$ cat src/logic/wdt_pkg.sv
// Constants, field layouts and types for the sleep-aware watchdog
package wdt_pkg;

    // ************************************************************
    // Timing
    // ************************************************************
    localparam int BASE_PERIOD_US = 18000;
    localparam int RC_FREQ_HZ = 37000;
    localparam int US_PER_S = 1000000;
    localparam int BASE_TICKS = (BASE_PERIOD_US * RC_FREQ_HZ) / US_PER_S;
    localparam int CNT_W = 16;
    localparam int POST_W = 7;

    // ************************************************************
    // Instruction encodings
    // ************************************************************
    localparam logic [13:0] OP_SLEEP = 14'h0063;
    localparam logic [13:0] OP_OPTION_LOAD = 14'h0062;

    // ************************************************************
    // Register map, byte addresses
    // ************************************************************
    localparam logic [7:0] ADDR_OPTION = 8'h00;
    localparam logic [7:0] ADDR_FLAGS = 8'h04;
    localparam logic [7:0] ADDR_IRQ_STATUS = 8'h08;
    localparam logic [7:0] ADDR_IRQ_MASK = 8'h0C;
    localparam logic [7:0] ADDR_COUNT = 8'h10;

    // ************************************************************
    // Field layouts and reset values
    // ************************************************************
    localparam logic [7:0] OPTION_RESET = 8'hFF;
    localparam logic [1:0] IRQ_MASK_RESET = 2'h0;
    localparam int FLAG_TO_BIT = 1;
    localparam int FLAG_PD_BIT = 0;
    localparam int FLAG_SLEEP_BIT = 2;
    localparam int IRQ_RESET_BIT = 0;
    localparam int IRQ_WAKE_BIT = 1;

    typedef struct packed {
        logic [3:0] spare;
        logic assign_wdt;
        logic [2:0] ratio;
    } option_t;

    typedef struct packed {
        logic reset_ev;
        logic wake_ev;
    } events_t;

    typedef enum logic {
        RUN,
        ASLEEP
    } core_state_t;

endpackage : wdt_pkg

$ cat src/logic/wdt_sleep_wake.sv
// Watchdog timer with sleep wake-up, RC tick input and Wishbone slave
`timescale 1ns/1ps
`default_nettype none

module wdt_sleep_wake #(
    parameter int BASE_TICKS = wdt_pkg::BASE_TICKS
) (
    // Clock and reset
    input wire logic clk_i,
    input wire logic rst_i,
    // RC oscillator and fuse pins
    input wire logic rc_clk_i,
    input wire logic watchdog_enable_fuse_i,
    // Core instruction side
    input wire logic instr_valid_i,
    input wire logic [13:0] instr_i,
    input wire logic [7:0] w_data_i,
    input wire logic clear_watchdog_instr_i,
    // Core control outputs
    output logic device_reset_o,
    output logic wake_o,
    output logic sleeping_o,
    output logic main_osc_stop_o,
    output logic timeout_flag_n_o,
    output logic powerdown_flag_n_o,
    output logic irq_o,
    // Wishbone slave
    input wire logic cyc_i,
    input wire logic stb_i,
    input wire logic we_i,
    input wire logic [7:0] adr_i,
    input wire logic [3:0] sel_i,
    input wire logic [31:0] dat_i,
    output logic [31:0] dat_o,
    output logic ack_o
);

    // ************************************************************
    // Pin synchronisers
    // ************************************************************
    logic rc_s1_q, rc_s2_q, rc_s3_q;
    logic fuse_s1_q, fuse_s2_q;
    logic rc_tick;

    always_ff @(posedge clk_i) begin
        if (rst_i) begin
            rc_s1_q <= 1'b0;
            rc_s2_q <= 1'b0;
            rc_s3_q <= 1'b0;
            fuse_s1_q <= 1'b0;
            fuse_s2_q <= 1'b0;
        end else begin
            rc_s1_q <= rc_clk_i;
            rc_s2_q <= rc_s1_q;
            rc_s3_q <= rc_s2_q;
            fuse_s1_q <= watchdog_enable_fuse_i;
            fuse_s2_q <= fuse_s1_q;
        end
    end

    // ************************************************************
    // Tick qualifier
    // ************************************************************
    // Flop reset level may differ from the pin: no tick until filled
    logic [2:0] rc_fill_q, rc_fill_d;

    always_comb begin
        rc_fill_d = {rc_fill_q[1:0], 1'b1};
    end

    always_ff @(posedge clk_i) begin
        if (rst_i) begin
            rc_fill_q <= '0;
        end else begin
            rc_fill_q <= rc_fill_d;
        end
    end

    // Rising edge of the RC clock, seen only after two flops
    assign rc_tick = rc_fill_q[2] & rc_s2_q & ~rc_s3_q;

    // ************************************************************
    // Instruction decode and bus strobes
    // ************************************************************
    logic sleep_cmd, option_cmd, clear_cmd;
    logic bus_req, bus_wr, bus_rd;
    logic ack_q, ack_d;
    logic [31:0] dat_q, dat_d;

    assign sleep_cmd = instr_valid_i && (instr_i == wdt_pkg::OP_SLEEP);
    assign option_cmd = instr_valid_i && (instr_i == wdt_pkg::OP_OPTION_LOAD);
    assign clear_cmd = clear_watchdog_instr_i | sleep_cmd;
    assign bus_req = cyc_i & stb_i;
    // Write and read side effects fire at the edge where ack is high
    assign bus_wr = bus_req & we_i & ack_q;
    assign bus_rd = bus_req & ~we_i & ack_q;

    // ************************************************************
    // Option register
    // ************************************************************
    wdt_pkg::option_t option_q, option_d;

    always_comb begin
        option_d = option_q;
        if (option_cmd) begin
            option_d = wdt_pkg::option_t'(w_data_i);
        end else if (bus_wr && adr_i == wdt_pkg::ADDR_OPTION && sel_i[0]) begin
            option_d = wdt_pkg::option_t'(dat_i[7:0]);
        end
    end

    always_ff @(posedge clk_i) begin
        if (rst_i) begin
            option_q <= wdt_pkg::option_t'(wdt_pkg::OPTION_RESET);
        end else begin
            option_q <= option_d;
        end
    end

    // ************************************************************
    // Base counter and postscaler
    // ************************************************************
    localparam logic [wdt_pkg::CNT_W-1:0] BASE_LAST =
        wdt_pkg::CNT_W'(BASE_TICKS - 1);
    localparam logic [wdt_pkg::POST_W:0] POST_ONE = 8'h01;

    logic [wdt_pkg::CNT_W-1:0] cnt_q, cnt_d;
    logic [wdt_pkg::POST_W-1:0] post_q, post_d;
    logic [wdt_pkg::POST_W-1:0] post_last;
    logic base_wrap, expire;

    // Ratio field picks 1:1 up to 1:128 in powers of two
    assign post_last = option_q.assign_wdt ?
        wdt_pkg::POST_W'((POST_ONE << option_q.ratio) - POST_ONE) :
        '0;
    assign base_wrap = rc_tick && (cnt_q == BASE_LAST);
    // Fuse cleared: no tick ever reaches expiry
    assign expire = fuse_s2_q && !clear_cmd && base_wrap &&
        (post_q == post_last);

    always_comb begin
        cnt_d = cnt_q;
        post_d = post_q;
        if (!fuse_s2_q) begin
            cnt_d = '0;
            post_d = '0;
        end else if (clear_cmd) begin
            // Clear beats a tick in the same cycle
            cnt_d = '0;
            if (option_q.assign_wdt || sleep_cmd) begin
                post_d = '0;
            end
        end else if (rc_tick) begin
            if (base_wrap) begin
                cnt_d = '0;
                post_d = (post_q == post_last) ? '0 :
                    post_q + wdt_pkg::POST_W'(1);
            end else begin
                cnt_d = cnt_q + wdt_pkg::CNT_W'(1);
            end
        end
    end

    always_ff @(posedge clk_i) begin
        if (rst_i) begin
            cnt_q <= '0;
            post_q <= '0;
        end else begin
            cnt_q <= cnt_d;
            post_q <= post_d;
        end
    end

    // ************************************************************
    // Core state, status flags, reset and wake
    // ************************************************************
    wdt_pkg::core_state_t state_q, state_d;
    logic to_n_q, to_n_d, pd_n_q, pd_n_d;
    logic rst_pulse_q, rst_pulse_d, wake_q, wake_d;
    wdt_pkg::events_t ev;

    assign ev.reset_ev = expire && (state_q == wdt_pkg::RUN);
    assign ev.wake_ev = expire && (state_q == wdt_pkg::ASLEEP);

    always_comb begin
        state_d = state_q;
        to_n_d = to_n_q;
        pd_n_d = pd_n_q;
        rst_pulse_d = ev.reset_ev;
        wake_d = ev.wake_ev;
        unique case (state_q)
            wdt_pkg::RUN: begin
                if (sleep_cmd) begin
                    state_d = wdt_pkg::ASLEEP;
                    to_n_d = 1'b1;
                    pd_n_d = 1'b0;
                end
            end
            wdt_pkg::ASLEEP: begin
                if (ev.wake_ev) begin
                    state_d = wdt_pkg::RUN;
                end
            end
        endcase
        if (expire) begin
            to_n_d = 1'b0;
        end
    end

    always_ff @(posedge clk_i) begin
        if (rst_i) begin
            state_q <= wdt_pkg::RUN;
            to_n_q <= 1'b1;
            pd_n_q <= 1'b1;
            rst_pulse_q <= 1'b0;
            wake_q <= 1'b0;
        end else begin
            state_q <= state_d;
            to_n_q <= to_n_d;
            pd_n_q <= pd_n_d;
            rst_pulse_q <= rst_pulse_d;
            wake_q <= wake_d;
        end
    end

    assign device_reset_o = rst_pulse_q;
    assign wake_o = wake_q;
    assign sleeping_o = (state_q == wdt_pkg::ASLEEP);
    // Main clock stops in sleep; this block must stay on clk_i
    assign main_osc_stop_o = (state_q == wdt_pkg::ASLEEP);
    assign timeout_flag_n_o = to_n_q;
    assign powerdown_flag_n_o = pd_n_q;

    // ************************************************************
    // Interrupt status and mask
    // ************************************************************
    logic [1:0] irq_st_q, irq_st_d, irq_mask_q, irq_mask_d, irq_set;

    assign irq_set[wdt_pkg::IRQ_RESET_BIT] = ev.reset_ev;
    assign irq_set[wdt_pkg::IRQ_WAKE_BIT] = ev.wake_ev;

    always_comb begin
        irq_st_d = irq_st_q;
        irq_mask_d = irq_mask_q;
        if (bus_rd && adr_i == wdt_pkg::ADDR_IRQ_STATUS) begin
            // Clear only what the read returned, later events stay
            irq_st_d = irq_st_q & ~dat_q[1:0];
        end
        // Set after clear so a same-cycle event survives the read
        irq_st_d = irq_st_d | irq_set;
        if (bus_wr && adr_i == wdt_pkg::ADDR_IRQ_MASK && sel_i[0]) begin
            irq_mask_d = dat_i[1:0];
        end
    end

    always_ff @(posedge clk_i) begin
        if (rst_i) begin
            irq_st_q <= '0;
            irq_mask_q <= wdt_pkg::IRQ_MASK_RESET;
        end else begin
            irq_st_q <= irq_st_d;
            irq_mask_q <= irq_mask_d;
        end
    end

    assign irq_o = |(irq_st_q & irq_mask_q);

    // ************************************************************
    // Wishbone answer: ack one cycle after the request
    // ************************************************************
    always_comb begin
        ack_d = bus_req & ~ack_q;
        dat_d = '0;
        if (bus_req && !ack_q && !we_i) begin
            unique case (adr_i)
                wdt_pkg::ADDR_OPTION: dat_d[7:0] = option_q;
                wdt_pkg::ADDR_FLAGS: begin
                    dat_d[wdt_pkg::FLAG_TO_BIT] = to_n_q;
                    dat_d[wdt_pkg::FLAG_PD_BIT] = pd_n_q;
                    dat_d[wdt_pkg::FLAG_SLEEP_BIT] =
                        (state_q == wdt_pkg::ASLEEP);
                end
                wdt_pkg::ADDR_IRQ_STATUS: dat_d[1:0] = irq_st_q;
                wdt_pkg::ADDR_IRQ_MASK: dat_d[1:0] = irq_mask_q;
                wdt_pkg::ADDR_COUNT: dat_d[wdt_pkg::CNT_W-1:0] = cnt_q;
                default: dat_d = '0;
            endcase
        end
    end

    always_ff @(posedge clk_i) begin
        if (rst_i) begin
            ack_q <= 1'b0;
            dat_q <= '0;
        end else begin
            ack_q <= ack_d;
            dat_q <= dat_d;
        end
    end

    assign ack_o = ack_q;
    assign dat_o = dat_q;

endmodule : wdt_sleep_wake

`default_nettype wire

$ cat config.mk
export PLATFORM = sky130hd
export DESIGN_NAME = wdt_sleep_wake
export DESIGN_NICKNAME = d
export VERILOG_FILES = /design/src/logic/wdt_pkg.sv /design/src/logic/wdt_sleep_wake.sv
export SDC_FILE = /design/constraint.sdc
export NUM_CORES = 1
export LEC_CHECK = 0
export BUFFER_PORTS_ARGS = -buffer_cell sky130_fd_sc_hd__buf_2
export CAP_MARGIN = 20
export CORE_ASPECT_RATIO = 1.2
export CORE_MARGIN = 4
export CORE_UTILIZATION = 40
export CTS_BUF_LIST = sky130_fd_sc_hd__clkbuf_8
export CTS_CLUSTER_DIAMETER = 100
export DETAILED_ROUTE_END_ITERATION = 10
export PLACE_DENSITY = 0.66
export SLEW_MARGIN = 10
export SYNTH_ARGS = -nofsm -noshare
export SYNTH_HDL_FRONTEND = slang
export SYNTH_SLANG_ARGS = --single-unit
$ cat constraint.sdc
create_clock -name clk_i -period 2.7 [get_ports clk_i]
set_input_delay 0.81 -clock clk_i [delete_from_list [all_inputs] [get_ports clk_i]]
set_output_delay 0.81 -clock clk_i [all_outputs]
set_load 0.01 [all_outputs]
==> flow_metrics.tcl, run 1 <==
set metrics [dict create \
    status "completed" \
    synth_warnings 0 \
    pin_count 115 \
    final_nets 542 \
    viasPerCell 5.04 \
    synthSimpleGateAreaFrac 0.305 \
    avgSynthCellArea_sq_um 8.58 \
    synthFlopType "dfxtp_1" \
    stdcell_count 582 \
    cts_buffers 9 \
    p_int_mw 1.52 \
    hold_viol 0 \
    dp_cells 566 \
    fin_tns_setup_ns 0 \
    setup_viol 0 \
    insertion_delay_ns 0.34 \
    synth_xor_area_frac 0.0362 \
    initial_core_util 0.413 \
    p_switching_mw 0.440 \
    htreeDepth 3 \
    synth-edff-count 0 \
    sw_frac_of_total 0.224 \
    worst_setup_path_start_kind "flop" \
    port_buffers 71 \
    nFillCells 835 \
    power.share.clock 0.460 \
    path_clk_slew_ns 0.07 \
    endpoint_kind "flop" \
    clkSinkCount 65 \
    finish.utilization 0.487 \
    grt_remaining_overflow 0 \
    period_share 0.905 \
    clockRootBuffer "clkbuf_8" \
    wirelength_mm 8.00 \
    hpwl_mm 6.16 \
    postCtsSetupRepairBufs 0 \
    synthMuxAreaShare 0.0554 \
    place.gp.congestion 0.873 \
    path_class "reg -> reg" \
    cts_tree "yes" \
    clk_path_buf_depth 2 \
    powerDensity_nw_per_um2 492 \
    ir_worst_vdd_mv 0.255 \
    ys_seq_area_frac 0.384 \
    grt_util_all_layers 0.160 \
    arrival_ns 2.67 \
    n_antenna_cell 0 \
    die-height_um 109 \
    layout-drive-gt1-share 0.274 \
    die_x_um 92.0 \
    p_comb_frac 0.047 \
    drc 0 \
    synthAdderAreaFrac 0.0148 \
    slew_headroom 0.649 \
    coreArea_sq_um 8200 \
    cts_resized 0 \
    grt_pass1_vias 2803 \
    finalInstanceArea_sq_um 3990 \
    drv_slew 0 \
    pwr-share-seq 0.493 \
    synth_area_sq_um 3390 \
    cp.required_ns 2.93 \
    grt_antenna_before_repair 0 \
    hold_buffers 0 \
    area_growth_pct 17.8 \
    drt_first_pass_iters 4 \
    cap_viol_max_count 0 \
    ys_types 64 \
    fin_skew_ns 0.0124 \
    grt_setup_unrepaired "no" \
    fmax_mhz 409 \
    grt_pass1_wl_mm 12.9 \
    vias 2934 \
    async_reset_ff_frac 0 \
    grt_max_degree 16 \
    routedWlPerCell_um 13.8 \
    worst_slew_pin_slew_ns 0.522 \
    dieArea_sq_um 10000 \
    ant_nets 0 \
    synth_compound_area_frac 0.125 \
    period_minus_slack_ns 2.44 \
    place_area_sq_um 3770 \
    synth_seq_cells 65 \
    netlist_instances 395 \
    p_leak_nw 1.66 \
    crit_fanout 10 \
    drt_iter0_drc 129 \
    num_rows 36 \
    min_path_type "reg -> reg" \
    synth_top_family_by_area "simple AND/OR/NAND/NOR gates" \
]
==> critical path, stage by stage (launching register included) <==
cell       delay (ns)
dfxtp_1          0.34
or3_4            0.39
ha_1             0.33
mux2_2           0.31
a31oi_1          0.19
o2111ai_2        0.26
buf_4            0.26
o211ai_1         0.16
nand3_1          0.09
==> metal layers <==
layer | vias up | track usage | wire length [um]
met3 | 4 | 0.0435 | 404
met4 | 0 | 0.0361 | 46
li1 | 1493 | - | -
met2 | 66 | 0.299 | 4330
met5 | - | 0 | 0
met1 | 1371 | 0.183 | 3220
==> cell usage in the layout (no fill, tap or decap), types with 3 or more instances in the layout <==
cell       Yosys  final
dfxtp_1       65     65
nand3_1       21     21
or2_2          3      3
a22o_1         6      6
a21oi_1        9      9
nand2b_1       3      3
and3_1         9      9
mux2_2        14     14
xnor2_1        4      4
o211ai_1       5      5
o2111ai_1      3      3
xor2_1        10     10
nand4_1        3      3
nor4_1         4      4
buf_4         19      9
clkbuf_8       0      9
and2_1        12     12
a31oi_1        3      3
conb_1         1     16
o21ai_1        8      8
buf_2          7     71
nor2_1        49     49
nand2_1       30     30
inv_1          7      7
nor2b_1       10     10
o21ai_0        9      9
mux2i_1        3      3
ha_1           4      4
nor3_1        20     20
==> sequential cells by signal (all words and copies together) (netlist names), 2 cells and up <==
signal	cells
cnt_q	16
dat_o	16
irq_mask_q	2
irq_st_q	2
option_q	8
post_q	7
rc_fill_q	3
==> cells by family after synthesis <==
kind of cell             after synthesis
AND/OR/NAND/NOR                      189
XOR/XNOR                              14
buffers and inverters                 45
other                                  1
adder cells (fa/ha/maj)                4
flip-flops                            65
multiplexers                          17
AO/OA/AOI/OAI                         60
==> metrics by stage <==
step	power (mW)	hold slack [ns]	setup slack (ns)
floorplan	1.05	0.414	0.333
finish	1.96	0.440	0.257
detailed placement	1.08	0.433	0.191
CTS	1.98	0.445	0.254
global placement	1.08	0.423	0.205
global route	2.04	0.463	0.105
==> final cells by class <==
| cell class | instances | area, sq um | share of cell area |
|---|---|---|---|
| clock inverter | 7 | 95.1 | 0.0238 |
| sequential | 65 | 1300 | 0.326 |
| multi-input combinational | 300 | 1880 | 0.471 |
| timing repair buffer | 80 | 423 | 0.106 |
| tap | 114 | 143 | 0.0357 |
| clock buffer | 9 | 124 | 0.0310 |
| inverter | 7 | 26.3 | 0.00658 |
==> power by group through the flow <==
stage / sequential (mW) / combinational [mW] / clock, mW
after floorplan: 0.989 / 0.0598 / 0
after global placement: 0.989 / 0.0905 / 0
after detailed placement: 0.989 / 0.0924 / 0
after CTS: 0.967 / 0.0927 / 0.921
after global routing: 0.968 / 0.102 / 0.967
final: 0.967 / 0.0928 / 0.902
==> cell usage after synthesis, drive strengths merged, types with 4 or more instances <==
cell	count	share of area
and2	14	0.027
o211ai	6	0.015
and3	9	0.017
ha	4	0.015
inv	7	0.0078
nand3	22	0.036
a22o	6	0.016
o2111ai	4	0.012
o21ai	17	0.025
a21oi	9	0.013
buf	28	0.059
xor2	10	0.026
nor2	49	0.054
clkbuf	10	0.011
xnor2	4	0.010
dfxtp	65	0.38
nor2b	10	0.018
mux2	14	0.047
nor3	22	0.039
nor4	5	0.014
or2	4	0.0074
nand4	4	0.0092
nand2	30	0.033
==> worst paths after layout <==
check | start | to | slack (ns) | cells past startpoint
setup / recovery | option_q[2] | post_q[3] | 0.26 | 8
hold / removal | rc_fill_q[1] | rc_fill_q[2] | 0.44 | 1
setup reg to reg | option_q[2] | post_q[3] | 0.26 | 8
hold reg to reg | rc_fill_q[1] | rc_fill_q[2] | 0.44 | 1
Power figures use the tool's default switching activity.
==> run 2: changes to the inputs <==
SETUP_SLACK_MARGIN = 0.5   (was default)
==> flow_metrics.tcl, run 2 (same netlist as run 1, synthesis figures left out) <==
set metrics [dict create \
    ant_nets 0 \
    dieArea_sq_um 10000 \
    cap_viol_max_count 0 \
    cts_tree "yes" \
    period_share 0.837 \
    fmax_mhz 442 \
    port_buffers 71 \
    coreArea_sq_um 8200 \
    crit_fanout 6 \
    n_antenna_cell 0 \
    area_growth_pct 22.9 \
    wirelength_mm 8.26 \
    grt_max_degree 16 \
    die_x_um 92.0 \
    nFillCells 817 \
    die-height_um 109 \
    slowest_delay_ns 0.40 \
    p_comb_frac 0.052 \
    htreeDepth 3 \
    path_cells "or3_4 > ha_4 > nand2b_1 > a211o_1 > o311ai_2 > o2111ai_2 > buf_6 > nor3_4 > nor3b_2" \
    final_cell_mix "70 x buf_2, 63 x dfxtp_1, 47 x nor2_1" \
    clk_path_buf_depth 2 \
    pin_count 115 \
    fin_skew_ns 0.00799 \
    crit_slowest_cell "or3_4" \
    grt_remaining_overflow 0 \
    fin_tns_setup_ns 0 \
    cts_buffers 9 \
    grt_antenna_before_repair 0 \
    min_path_type "reg -> reg" \
    worst_slew_pin_slew_ns 0.636 \
    grt_setup_unrepaired "yes" \
    place_area_sq_um 3820 \
    insertion_delay_ns 0.33 \
    initial_core_util 0.413 \
    dp_cells 565 \
    status "completed" \
    num_rows 36 \
    vias 3024 \
    cp_top_family "simple AND/OR/NAND/NOR gates" \
    grt_pass1_wl_mm 13.0 \
    ir_worst_vdd_mv 0.258 \
    grt_util_all_layers 0.162 \
    drt_iter0_drc 114 \
    power.share.clock 0.433 \
    powerDensity_nw_per_um2 451 \
    p_int_mw 1.47 \
    grt_pass1_vias 2816 \
    viasPerCell 5.13 \
    path_clk_slew_ns 0.07 \
    pwr-share-seq 0.515 \
    final_common_cell "buf_2" \
    hpwl_mm 6.27 \
    worst_setup_path_start_kind "flop" \
    p_leak_nw 1.73 \
    layout-drive-gt1-share 0.312 \
    final_nets 550 \
    place.gp.congestion 0.813 \
    clkSinkCount 65 \
    stdcell_count 589 \
    hold_viol 0 \
    clockRootBuffer "clkbuf_8" \
    path_class "reg -> reg" \
    endpoint_kind "flop" \
    drt_first_pass_iters 4 \
    slew_headroom 0.574 \
    finalInstanceArea_sq_um 4160 \
    arrival_ns 2.53 \
    sw_frac_of_total 0.217 \
    setup_viol 0 \
    drv_slew 0 \
    period_minus_slack_ns 2.26 \
    cp.required_ns 2.97 \
    routedWlPerCell_um 14.0 \
    p_switching_mw 0.407 \
    drc 0 \
    crit_buf_inv 1 \
]
==> run 2: metal layers <==
metal	GRT usage	vias up	share of wire
met5	0	-	0
met4	0.0648	0	0.014
met3	0.0400	12	0.044
met2	0.286	64	0.52
met1	0.189	1436	0.42
li1	-	1512	-
==> run 2: repair_timing <==
action,CTS,global route
setup buffers,4,5
gates resized for setup,7,13
hold buffers,0,0
pin swaps,6,12
setup endpoints to repair,9,20
==> run 2: cell type report <==
| cell class | instances | area [sq um] | area share |
|---|---|---|---|
| Tap cell | 114 | 143 | 0.0343 |
| Inverter | 7 | 26.3 | 0.00631 |
| Timing Repair Buffer | 88 | 526 | 0.126 |
| Sequential cell | 65 | 1300 | 0.313 |
| Clock buffer | 11 | 151 | 0.0364 |
| Multi-Input combinational cell | 300 | 1970 | 0.473 |
| Clock inverter | 4 | 43.8 | 0.0105 |
==> run 2: power by group through the flow <==
stage | clock, mW | sequential (mW) | combinational (mW)
2_1_floorplan | 0 | 0.989 | 0.0608
3_3_place_gp | 0 | 0.989 | 0.0923
3_5_place_dp | 0 | 0.989 | 0.0940
4_1_cts | 0.833 | 0.967 | 0.0947
5_1_grt | 0.881 | 0.967 | 0.108
6_report | 0.814 | 0.967 | 0.0971
==> run 2: through the flow <==
step           power (mW)  setup slack [ns]   util  hold slack (ns)
6_report             1.88             0.439  0.508            0.441
5_1_grt              1.96             0.314  0.508            0.463
4_1_cts              1.90             0.437  0.498            0.456
3_5_place_dp         1.08             0.209  0.466            0.436
3_3_place_gp         1.08             0.229  0.466            0.418
2_1_floorplan        1.05             0.423      -            0.414
==> run 2: path summary, 6_finish.rpt <==
kind | from | endpoint | slack, ns | cells after the start
max reg2reg | option_q[2] | device_reset_o | 0.44 | 9
min | fuse_s1_q | fuse_s2_q | 0.44 | 1
max | option_q[2] | device_reset_o | 0.44 | 9
min reg2reg | fuse_s1_q | fuse_s2_q | 0.44 | 1
